[src/hwte_defs.svh]
`ifndef HWTE_DEFS_SVH
`define HWTE_DEFS_SVH

// clock and time units
`define HWTE_CLK_PERIOD_NS 10
`define HWTE_US_IN_NS 1000

// register map, byte addresses on the plain register port
`define HWTE_ADDR_W 8
`define HWTE_DATA_W 32
`define HWTE_OFS_CTRL 8'h00
`define HWTE_OFS_EXP_RAW 8'h04
`define HWTE_OFS_EXP_BASE 8'h08
`define HWTE_OFS_DELAY 8'h0C
`define HWTE_OFS_EXP_EFF 8'h10
`define HWTE_OFS_STATUS 8'h14
`define HWTE_OFS_EVT_STATUS 8'h18
`define HWTE_OFS_EVT_CLEAR 8'h1C
`define HWTE_OFS_EVT_ENABLE 8'h20

// control register fields
`define HWTE_CTRL_W 5
`define HWTE_CTRL_GATE 0
`define HWTE_CTRL_ORIGIN_SW 1
`define HWTE_CTRL_EDGE_FALL 2
`define HWTE_CTRL_PULSE_MODE 3
`define HWTE_CTRL_AUTO_EN 4
`define HWTE_CTRL_SW_TRIG 5
`define HWTE_RST_CTRL 5'h00

// exposure values, all in microseconds or raw counts
`define HWTE_EXP_W 24
`define HWTE_RST_EXP_RAW 24'h000096
`define HWTE_RST_EXP_BASE 24'h000014
`define HWTE_RST_DELAY 24'h000000
`define HWTE_MIN_RAW 24'h000001
`define HWTE_MIN_BASE 24'h000001
`define HWTE_MAX_RAW 24'h989680
`define HWTE_MAX_EXPOSURE_US 24'h989680
`define HWTE_MIN_EXPOSURE_US 24

// event bits
`define HWTE_EVT_W 3
`define HWTE_EVT_START 0
`define HWTE_EVT_END 1
`define HWTE_EVT_OVER 2
`define HWTE_RST_EVT 3'h0

`endif

[src/hwte_pkg.sv]
package hwte_pkg;

   typedef enum logic [1:0] {
      hwte_st_idle = 2'b00,
      hwte_st_delay = 2'b01,
      hwte_st_expose = 2'b10,
      hwte_st_extend = 2'b11
   } hwte_state_t;

endpackage

[src/hwte_exposure_ctrl.sv]
// Chosen here: the address-and-strobe port and the register offsets.
`include "hwte_defs.svh"

module hwte_exposure_ctrl #(
   parameter int CYC_PER_US = `HWTE_US_IN_NS / `HWTE_CLK_PERIOD_NS,
   parameter int MIN_EXPOSURE_US = `HWTE_MIN_EXPOSURE_US
) (
   input wire logic ref_clk,
   input wire logic rst_n,
   input wire logic [`HWTE_ADDR_W-1:0] reg_addr,
   input wire logic [`HWTE_DATA_W-1:0] reg_wdata,
   input wire logic reg_wr,
   input wire logic reg_rd,
   output logic [`HWTE_DATA_W-1:0] reg_rdata,
   input wire logic ext_acq_start_trigger_in,
   input wire logic readout_busy,
   input wire logic [`HWTE_EXP_W-1:0] auto_exposure_us,
   output logic exposure_active,
   output logic trigger_ready,
   output logic irq
);

   localparam int EW = `HWTE_EXP_W;
   localparam logic [EW-1:0] MIN_US = EW'(MIN_EXPOSURE_US);

   // configuration
   logic [`HWTE_CTRL_W-1:0] ctrl;
   logic [`HWTE_CTRL_W-1:0] next_ctrl;
   logic [EW-1:0] exp_raw;
   logic [EW-1:0] next_exp_raw;
   logic [EW-1:0] exp_base;
   logic [EW-1:0] next_exp_base;
   logic [EW-1:0] start_trigger_delay_us;
   logic [EW-1:0] next_start_trigger_delay_us;
   logic sw_trig_cmd;

   // exposure value chain
   logic [2*EW-1:0] manual_product;
   logic [EW-1:0] manual_us;
   logic [EW-1:0] auto_us;
   logic [EW-1:0] chosen_us;
   logic [EW-1:0] exposure_time_us_setting;
   logic auto_active;

   // trigger conditioning
   logic trig_prev;
   logic next_trig_prev;
   logic trigger_gate_enable;
   logic trigger_origin_select;
   logic trigger_edge_select;
   logic pulse_width_exposure_mode;
   logic pulse_ctl;
   logic level_active;
   logic prev_level_active;
   logic start_edge;
   logic hw_start;
   logic sw_start;
   logic free_start;
   logic ready_now;

   // sequencing
   hwte_pkg::hwte_state_t state;
   hwte_pkg::hwte_state_t next_state;
   logic next_exposure_active;
   logic next_trigger_ready;
   logic delay_load;
   logic exp_load;
   logic delay_busy;
   logic delay_done;
   logic exp_busy;
   logic exp_done;
   logic ev_start;
   logic ev_end;
   logic ev_over;

   // events and read path
   logic [`HWTE_EVT_W-1:0] evt_status;
   logic [`HWTE_EVT_W-1:0] next_evt_status;
   logic [`HWTE_EVT_W-1:0] evt_enable;
   logic [`HWTE_EVT_W-1:0] next_evt_enable;
   logic [`HWTE_EVT_W-1:0] evt_set;
   logic [`HWTE_EVT_W-1:0] evt_clr;
   logic next_irq;
   logic [`HWTE_DATA_W-1:0] next_reg_rdata;

   assign trigger_gate_enable = ctrl[`HWTE_CTRL_GATE];
   assign trigger_origin_select = ctrl[`HWTE_CTRL_ORIGIN_SW];
   assign trigger_edge_select = ctrl[`HWTE_CTRL_EDGE_FALL];
   assign pulse_width_exposure_mode = ctrl[`HWTE_CTRL_PULSE_MODE];

   // ---------------- configuration registers ----------------
   always_comb begin
      next_ctrl = ctrl;
      next_exp_raw = exp_raw;
      next_exp_base = exp_base;
      next_start_trigger_delay_us = start_trigger_delay_us;
      next_evt_enable = evt_enable;
      sw_trig_cmd = 1'b0;
      if (reg_wr) begin
         case (reg_addr)
            `HWTE_OFS_CTRL: begin
               next_ctrl = reg_wdata[`HWTE_CTRL_W-1:0];
               sw_trig_cmd = reg_wdata[`HWTE_CTRL_SW_TRIG];
            end
            `HWTE_OFS_EXP_RAW: begin
               // raw count held inside 1..10000000
               if (reg_wdata[EW-1:0] < `HWTE_MIN_RAW) begin
                  next_exp_raw = `HWTE_MIN_RAW;
               end else if (reg_wdata[EW-1:0] > `HWTE_MAX_RAW) begin
                  next_exp_raw = `HWTE_MAX_RAW;
               end else begin
                  next_exp_raw = reg_wdata[EW-1:0];
               end
            end
            `HWTE_OFS_EXP_BASE: begin
               if (reg_wdata[EW-1:0] < `HWTE_MIN_BASE) begin
                  next_exp_base = `HWTE_MIN_BASE;
               end else begin
                  next_exp_base = reg_wdata[EW-1:0];
               end
            end
            `HWTE_OFS_DELAY: begin
               next_start_trigger_delay_us = reg_wdata[EW-1:0];
            end
            `HWTE_OFS_EVT_ENABLE: begin
               next_evt_enable = reg_wdata[`HWTE_EVT_W-1:0];
            end
            default: begin
            end
         endcase
      end
   end

   always_ff @(posedge ref_clk or negedge rst_n) begin
      if (!rst_n) begin
         ctrl <= `HWTE_RST_CTRL;
         exp_raw <= `HWTE_RST_EXP_RAW;
         exp_base <= `HWTE_RST_EXP_BASE;
         start_trigger_delay_us <= `HWTE_RST_DELAY;
         evt_enable <= `HWTE_RST_EVT;
      end else begin
         ctrl <= next_ctrl;
         exp_raw <= next_exp_raw;
         exp_base <= next_exp_base;
         start_trigger_delay_us <= next_start_trigger_delay_us;
         evt_enable <= next_evt_enable;
      end
   end

   // ---------------- exposure value ----------------
   // the product saturates at the top of the range so a large base with a
   // large raw count cannot wrap into a short exposure
   assign manual_product = exp_raw * exp_base;
   assign manual_us = (manual_product > (2*EW)'(`HWTE_MAX_EXPOSURE_US)) ?
                      `HWTE_MAX_EXPOSURE_US : manual_product[EW-1:0];
   assign auto_us = (auto_exposure_us > `HWTE_MAX_EXPOSURE_US) ?
                    `HWTE_MAX_EXPOSURE_US : auto_exposure_us;
   // auto value taken directly, no multiple-of-base step
   assign auto_active = ctrl[`HWTE_CTRL_AUTO_EN] &
                        ~pulse_width_exposure_mode;
   assign chosen_us = auto_active ? auto_us : manual_us;
   assign exposure_time_us_setting = (chosen_us < MIN_US) ?
                                     MIN_US : chosen_us;

   // ---------------- trigger conditioning ----------------
   // active level of the pulse: high for rising, low for falling activation
   assign level_active = trigger_edge_select ?
                         ~ext_acq_start_trigger_in :
                         ext_acq_start_trigger_in;
   assign prev_level_active = trigger_edge_select ? ~trig_prev : trig_prev;
   assign start_edge = level_active & ~prev_level_active;
   assign next_trig_prev = ext_acq_start_trigger_in;

   always_ff @(posedge ref_clk or negedge rst_n) begin
      if (!rst_n) begin
         trig_prev <= 1'b0;
      end else begin
         trig_prev <= next_trig_prev;
      end
   end

   assign hw_start = trigger_gate_enable & ~trigger_origin_select & start_edge;
   assign sw_start = trigger_gate_enable & trigger_origin_select & sw_trig_cmd;
   // with gating off the block starts itself whenever it is able to
   assign free_start = ~trigger_gate_enable;
   // pulse width needs a line; with the software origin exposure is timed
   assign pulse_ctl = pulse_width_exposure_mode & trigger_gate_enable &
                      ~trigger_origin_select;
   // ready also waits for the programmed time, even in pulse-width mode
   assign ready_now = (state == hwte_pkg::hwte_st_idle) & ~exp_busy;

   // ---------------- sequencer ----------------
   always_comb begin
      next_state = state;
      delay_load = 1'b0;
      exp_load = 1'b0;
      ev_start = 1'b0;
      ev_end = 1'b0;
      ev_over = 1'b0;
      case (state)
         hwte_pkg::hwte_st_idle: begin
            if (ready_now && hw_start &&
                start_trigger_delay_us != '0) begin
               delay_load = 1'b1;
               next_state = hwte_pkg::hwte_st_delay;
            end else if (ready_now && (hw_start || sw_start || free_start)) begin
               // software and free-run starts never see the delay
               exp_load = 1'b1;
               ev_start = 1'b1;
               next_state = hwte_pkg::hwte_st_expose;
            end else if (hw_start || sw_start) begin
               ev_over = 1'b1;
            end
         end
         hwte_pkg::hwte_st_delay: begin
            if (hw_start || sw_start) begin
               ev_over = 1'b1;
            end
            if (!trigger_gate_enable || trigger_origin_select) begin
               // delay dropped when its trigger path is switched away
               next_state = hwte_pkg::hwte_st_idle;
            end else if (delay_done) begin
               exp_load = 1'b1;
               ev_start = 1'b1;
               next_state = hwte_pkg::hwte_st_expose;
            end
         end
         hwte_pkg::hwte_st_expose: begin
            if (hw_start || sw_start) begin
               ev_over = 1'b1;
            end
            if (pulse_ctl) begin
               if (!level_active && readout_busy) begin
                  next_state = hwte_pkg::hwte_st_extend;
               end else if (!level_active) begin
                  ev_end = 1'b1;
                  next_state = hwte_pkg::hwte_st_idle;
               end
            end else if (exp_done) begin
               ev_end = 1'b1;
               next_state = hwte_pkg::hwte_st_idle;
            end
         end
         hwte_pkg::hwte_st_extend: begin
            if (hw_start || sw_start) begin
               ev_over = 1'b1;
            end
            if (!readout_busy) begin
               ev_end = 1'b1;
               next_state = hwte_pkg::hwte_st_idle;
            end
         end
         default: begin
            next_state = hwte_pkg::hwte_st_idle;
         end
      endcase
      next_exposure_active = (next_state == hwte_pkg::hwte_st_expose) ||
                             (next_state == hwte_pkg::hwte_st_extend);
      next_trigger_ready = ready_now;
   end

   always_ff @(posedge ref_clk or negedge rst_n) begin
      if (!rst_n) begin
         state <= hwte_pkg::hwte_st_idle;
         exposure_active <= 1'b0;
         trigger_ready <= 1'b0;
      end else begin
         state <= next_state;
         exposure_active <= next_exposure_active;
         trigger_ready <= next_trigger_ready;
      end
   end

   hwte_us_timer #(
      .CYC_PER_US(CYC_PER_US),
      .CNT_W(EW)
   ) u_delay_tmr (
      .ref_clk(ref_clk),
      .rst_n(rst_n),
      .load(delay_load),
      .load_us(start_trigger_delay_us),
      .busy(delay_busy),
      .done(delay_done)
   );

   hwte_us_timer #(
      .CYC_PER_US(CYC_PER_US),
      .CNT_W(EW)
   ) u_exp_tmr (
      .ref_clk(ref_clk),
      .rst_n(rst_n),
      .load(exp_load),
      .load_us(exposure_time_us_setting),
      .busy(exp_busy),
      .done(exp_done)
   );

   // ---------------- events, interrupt, read path ----------------
   always_comb begin
      evt_set = '0;
      evt_set[`HWTE_EVT_START] = ev_start;
      evt_set[`HWTE_EVT_END] = ev_end;
      evt_set[`HWTE_EVT_OVER] = ev_over;
      evt_clr = '0;
      if (reg_wr && reg_addr == `HWTE_OFS_EVT_CLEAR) begin
         evt_clr = reg_wdata[`HWTE_EVT_W-1:0];
      end
      // a new event in the clearing cycle survives the clear
      next_evt_status = (evt_status & ~evt_clr) | evt_set;
      next_irq = |(next_evt_status & next_evt_enable);
      next_reg_rdata = '0;
      if (reg_rd) begin
         case (reg_addr)
            `HWTE_OFS_CTRL: begin
               next_reg_rdata[`HWTE_CTRL_W-1:0] = ctrl;
            end
            `HWTE_OFS_EXP_RAW: begin
               next_reg_rdata[EW-1:0] = exp_raw;
            end
            `HWTE_OFS_EXP_BASE: begin
               next_reg_rdata[EW-1:0] = exp_base;
            end
            `HWTE_OFS_DELAY: begin
               next_reg_rdata[EW-1:0] = start_trigger_delay_us;
            end
            `HWTE_OFS_EXP_EFF: begin
               next_reg_rdata[EW-1:0] = exposure_time_us_setting;
            end
            `HWTE_OFS_STATUS: begin
               next_reg_rdata[7:0] = {auto_active, delay_busy, exp_busy,
                                      readout_busy, trigger_ready,
                                      exposure_active, state};
            end
            `HWTE_OFS_EVT_STATUS: begin
               next_reg_rdata[`HWTE_EVT_W-1:0] = evt_status;
            end
            `HWTE_OFS_EVT_ENABLE: begin
               next_reg_rdata[`HWTE_EVT_W-1:0] = evt_enable;
            end
            default: begin
               next_reg_rdata = '0;
            end
         endcase
      end
   end

   always_ff @(posedge ref_clk or negedge rst_n) begin
      if (!rst_n) begin
         evt_status <= `HWTE_RST_EVT;
         irq <= 1'b0;
         reg_rdata <= '0;
      end else begin
         evt_status <= next_evt_status;
         irq <= next_irq;
         reg_rdata <= next_reg_rdata;
      end
   end

endmodule

[src/hwte_us_timer.sv]
`include "hwte_defs.svh"

// microsecond down-counter: load starts it, done pulses once at expiry
module hwte_us_timer #(
   parameter int CYC_PER_US = `HWTE_US_IN_NS / `HWTE_CLK_PERIOD_NS,
   parameter int CNT_W = `HWTE_EXP_W
) (
   input wire logic ref_clk,
   input wire logic rst_n,
   input wire logic load,
   input wire logic [CNT_W-1:0] load_us,
   output logic busy,
   output logic done
);

   localparam int PRE_W = $clog2(CYC_PER_US + 1);

   logic [PRE_W-1:0] pre;
   logic [PRE_W-1:0] next_pre;
   logic [CNT_W-1:0] remain;
   logic [CNT_W-1:0] next_remain;
   logic next_busy;
   logic next_done;
   logic tick;

   assign tick = (pre == PRE_W'(CYC_PER_US - 1));

   always_comb begin
      next_pre = pre;
      next_remain = remain;
      next_busy = busy;
      next_done = 1'b0;
      if (load) begin
         // a reload while running restarts from zero
         next_pre = '0;
         next_remain = load_us;
         next_busy = (load_us != '0);
         next_done = (load_us == '0);
      end else if (busy) begin
         if (tick) begin
            next_pre = '0;
            next_remain = remain - CNT_W'(1);
            if (remain == CNT_W'(1)) begin
               next_busy = 1'b0;
               next_done = 1'b1;
            end
         end else begin
            next_pre = pre + PRE_W'(1);
         end
      end
   end

   always_ff @(posedge ref_clk or negedge rst_n) begin
      if (!rst_n) begin
         pre <= '0;
         remain <= '0;
         busy <= 1'b0;
         done <= 1'b0;
      end else begin
         pre <= next_pre;
         remain <= next_remain;
         busy <= next_busy;
         done <= next_done;
      end
   end

endmodule

[config.mk]
export PLATFORM = sky130hd
export DESIGN_NAME = hwte_exposure_ctrl
export DESIGN_NICKNAME = d
export VERILOG_FILES = /design/src/hwte_pkg.sv /design/src/hwte_exposure_ctrl.sv /design/src/hwte_us_timer.sv
export VERILOG_INCLUDE_DIRS = /design/src
export SDC_FILE = /design/constraint.sdc
export NUM_CORES = 2
export LEC_CHECK = 0
export BUFFER_PORTS_ARGS = -buffer_cell sky130_fd_sc_hd__buf_2
export CORE_ASPECT_RATIO = 2
export CORE_MARGIN = 3
export CORE_UTILIZATION = 41
export CTS_BUF_LIST = sky130_fd_sc_hd__clkbuf_4 sky130_fd_sc_hd__clkbuf_8
export DETAILED_ROUTE_END_ITERATION = 8
export SETUP_SLACK_MARGIN = 0.5
export SLEW_MARGIN = 20
export SYNTH_ARGS = -nofsm -noshare
export SYNTH_HDL_FRONTEND = slang
export SYNTH_SLANG_ARGS = --single-unit
[constraint.sdc]
create_clock -name ref_clk -period 13.1 [get_ports ref_clk]
set_clock_uncertainty 0.15 [all_clocks]
set_input_delay 1.31 -clock ref_clk [delete_from_list [all_inputs] [get_ports ref_clk]]
set_output_delay 1.31 -clock ref_clk [all_outputs]
set_load 0.01 [all_outputs]
==> results.sh <==
export IMPL_status="completed"
export IMPL_dpl_instance_area_um2=29900
export IMPL_track_usage_pct=25.9
export IMPL_hold_buffers=0
export IMPL_ys_warn_count=0
export IMPL_drive_gt1_share_pct=8.75
export IMPL_combPwrFrac_pct=27.0
export IMPL_ys_async_sr_fraction_pct=100
export IMPL_drtIter0Drc=1338
export IMPL_fmax_mhz=99.5
export IMPL_hold_path_class="flop to flop"
export IMPL_drt_total_wl_um=91700
export IMPL_dieArea_um2=73000
export IMPL_synth_top_area_share_pct=33.8
export IMPL_die_y_um=379
export IMPL_place_port_buffers=88
export IMPL_io_pin_count=105
export IMPL_cts_max_path_buffers=2
export IMPL_ant_nets=0
export IMPL_synth_area_leaders="fa_1 34%, dfrtp_1 15%, ha_1 7.9%, inv_1 7.2%, and2_1 6.4%"
export IMPL_die_x_um=193
export IMPL_synth_top_area_cell="fa_1"
export IMPL_syn_cell_area_um2=28500
export IMPL_clock_sinks=179
export IMPL_power_density_nw_per_um2=44.0
export IMPL_grt_max_degree=110
export IMPL_dp_cells=4052
export IMPL_synth_seq_cells=179
export IMPL_synth_area_per_cell_um2=9.01
export IMPL_p_clk_share_pct=28.7
export IMPL_critPathMaxFanout=28
export IMPL_clockRootBuffer="clkbuf_8"
export IMPL_total_leakage_power_nw=15.0
export IMPL_synth_edf_count=0
export IMPL_fin_crit_ps=10050
export IMPL_grt_overflow_total=0
export IMPL_synthCells=3169
export IMPL_startpoint_type="flop"
export IMPL_drcViolationCount=0
export IMPL_wl_per_cell_um=22.4
export IMPL_syn_to_final_growth_pct=6.18
export IMPL_gp_congestion=1.00
export IMPL_drtPass1Iterations=5
export IMPL_r2r_slack_ps=3050
export IMPL_drt_vias_per_instance=5.59
export IMPL_final_hold_violation_count=0
export IMPL_antenna_found_initial=4
export IMPL_design_area_um2=30300
export IMPL_end_kind="flop"
export IMPL_register_area_um2=4490
export IMPL_fin_nets=3906
export IMPL_cts_made_buffers=17
export IMPL_grt_pass1_wl_um=142000
export IMPL_fin_cells=4085
export IMPL_switchingPower_mw=0.496
export IMPL_crit_type="flop to flop"
export IMPL_drv_cap=0
export IMPL_multiInputGateArea_um2=21400
export IMPL_n_fill_cell=6823
export IMPL_p_seq_share_pct=44.3
export IMPL_relSlewSlack_pct=25.3
export IMPL_fin_crit_sh_pct=76.7
export IMPL_vias=22900
export IMPL_ir_drop_v=0.0000611
export IMPL_rows=136
export IMPL_hpwlAfterDp_um=70000
export IMPL_cts_tree="built"
export IMPL_tightest_slew_ps=1120
export IMPL_rsz0062_at_grt="no"
export IMPL_setup_viol=0
export IMPL_start_util_pct=41.4
export IMPL_arrival_ps=10230
export IMPL_internal_power_mw=0.837
export IMPL_grt_pass1_vias=24900
export IMPL_clkLatencyLatePin_ps=470
export IMPL_setup_tns_ps=0
export IMPL_swShare_pct=37.2
export IMPL_postCtsSetupRepairBufs=0
export IMPL_crit_required_ps=13280
export IMPL_cts_htree_levels=4
export IMPL_cts_resized=0
export IMPL_ys_types=77
export IMPL_ys_seq_area_share_pct=15.7
export IMPL_ys_flop_type="dfrtp_1"
export IMPL_maxSlewViolCount=0
export IMPL_post_route_util_pct=44.0
export IMPL_clk_pin_slew_ps=110
export IMPL_fp_coreArea_um2=68900
export IMPL_power_mw=1.33
stage by stage:
stage               setup WS, ps  hold slack [ps]
floorplan                   4430              301
global placement            3150              327
detailed placement          3100              331
CTS                         3080              351
global route                2750              404
finish                      3050              358
routing by layer:
metal  routed length (µm)  share of wire, %  GRT usage (%)  vias to the layer above
met2                49900                54           48.5                      809
met3                 4230               4.6           2.60                      326
met4                 7480               8.2           17.0                        6
met1                30000                33           27.0                    11700
met5                   28             0.031              0                        -
li1                     -                 -              -                    10000
worst max-delay path, cell delays in order (launching register included):
cell       delay (ps)
dfrtp_1           960
buf_4             370
and2_1            190
fa_1              440
fa_1              540
inv_1              50
fa_1              500
fa_1              510
inv_1              50
fa_1              500
fa_1              510
inv_1              50
fa_1              480
inv_1              70
ha_1              420
nand2_1           190
a2111oi_0         350
o21ai_1           270
a2111oi_0         530
nor3_1            110
xnor2_1           180
a2111oi_0         430
nand4_1           220
a2111oi_4         420
buf_4             350
a32oi_1           250
a2111oi_4         580
o31ai_1           190
Yosys cell counts, drive strengths merged, types with 4 or more instances:
cell type  number
dfstp           6
nand4b          4
or3            10
nor2b          12
nand2         442
a41oi           4
nor3           48
inv           544
a2111oi         8
a311oi          4
fa            482
nand3b          4
nor2          146
o22a            6
buf            17
mux2           74
a21oi         107
o21ai          81
or4            11
a221oi          9
mux2i           8
a221o           4
and2          290
a211oi          5
dfrtp         173
and3           10
a21o            9
a21boi          4
nand4          23
a31oi           8
a22o           28
xnor2          50
a222oi         18
o211ai         13
xor2           31
o21a           13
nand3          32
o31ai          11
nor4           31
a22oi          11
nand2b         11
o21bai          4
clkbuf        148
ha            180
logic make-up after synthesis:
logic type	synth area share, %
buffers and inverters	9.46
other	0.0131
AOI/OAI and AO/OA	9.05
adders and majority gates	41.7
muxes	3.20
and+or+nand+nor	18.4
DFF	15.7
xor gates and xnor gates	2.49
path summary, 6_finish.rpt:
| path | from | end | depth (start not counted) |
|---|---|---|---|
| worst max-delay path | exp_raw[16] | reg_rdata[1] | 27 |
| worst min-delay path | u_delay_tmr.pre[6] | u_delay_tmr.pre[6] | 1 |
| worst max register to register | exp_raw[16] | reg_rdata[1] | 27 |
| worst min register to register | u_delay_tmr.pre[6] | u_delay_tmr.pre[6] | 1 |
| max in group asynchronous | rst_n | exp_base[19] | 2 |
| min in group asynchronous | rst_n | u_exp_tmr.pre[2] | 1 |
cells in the final DEF, fill, tap and decap left out, drive strengths merged, types with 11 or more instances in the layout:
master and instances:
o211ai 13, nand2b 11, buf 143, nor2 146, nand3 32, xor2 31
o21ai 81, o21a 13, ha 180, mux2 74, a222oi 18, nand2 442
nor3 48, o31ai 11, or4 11, inv 549, nor2b 12, xnor2 50
and2 290, fa 482, a22oi 11, nor4 31, clkbuf 21, dfrtp 173
a21oi 107, a22o 28, nand4 23
state kept, by name, indices dropped and copies added (netlist names), 2 cells and up:
name                    count
exp_base                   24
exp_raw                    24
reg_rdata                  24
start_trigger_delay_us     24
u_delay_tmr.remain         24
u_exp_tmr.remain           24
u_delay_tmr.pre             7
u_exp_tmr.pre               7
ctrl                        5
evt_enable                  3
evt_status                  3
state                       2
cell type report:
type / count / share of cell area, %
clock buffers: 20 / 0.867
well taps: 897 / 3.70
flip-flops and latches: 179 / 14.8
repair buffers: 144 / 2.87
multi-input cells: 2288 / 70.6
inverters: 544 / 6.74
clock inverters: 12 / 0.405
diodes: 1 / 0.00826
power groups by stage:
stage	logic, mW	registers [mW]	clock network (mW)
2_1_floorplan	0.207	0.588	0
3_3_place_gp	0.356	0.600	0
3_5_place_dp	0.355	0.600	0
4_1_cts	0.358	0.589	0.391
5_1_grt	0.386	0.591	0.416
6_report	0.360	0.590	0.383
Power figures use the tool's default switching activity.
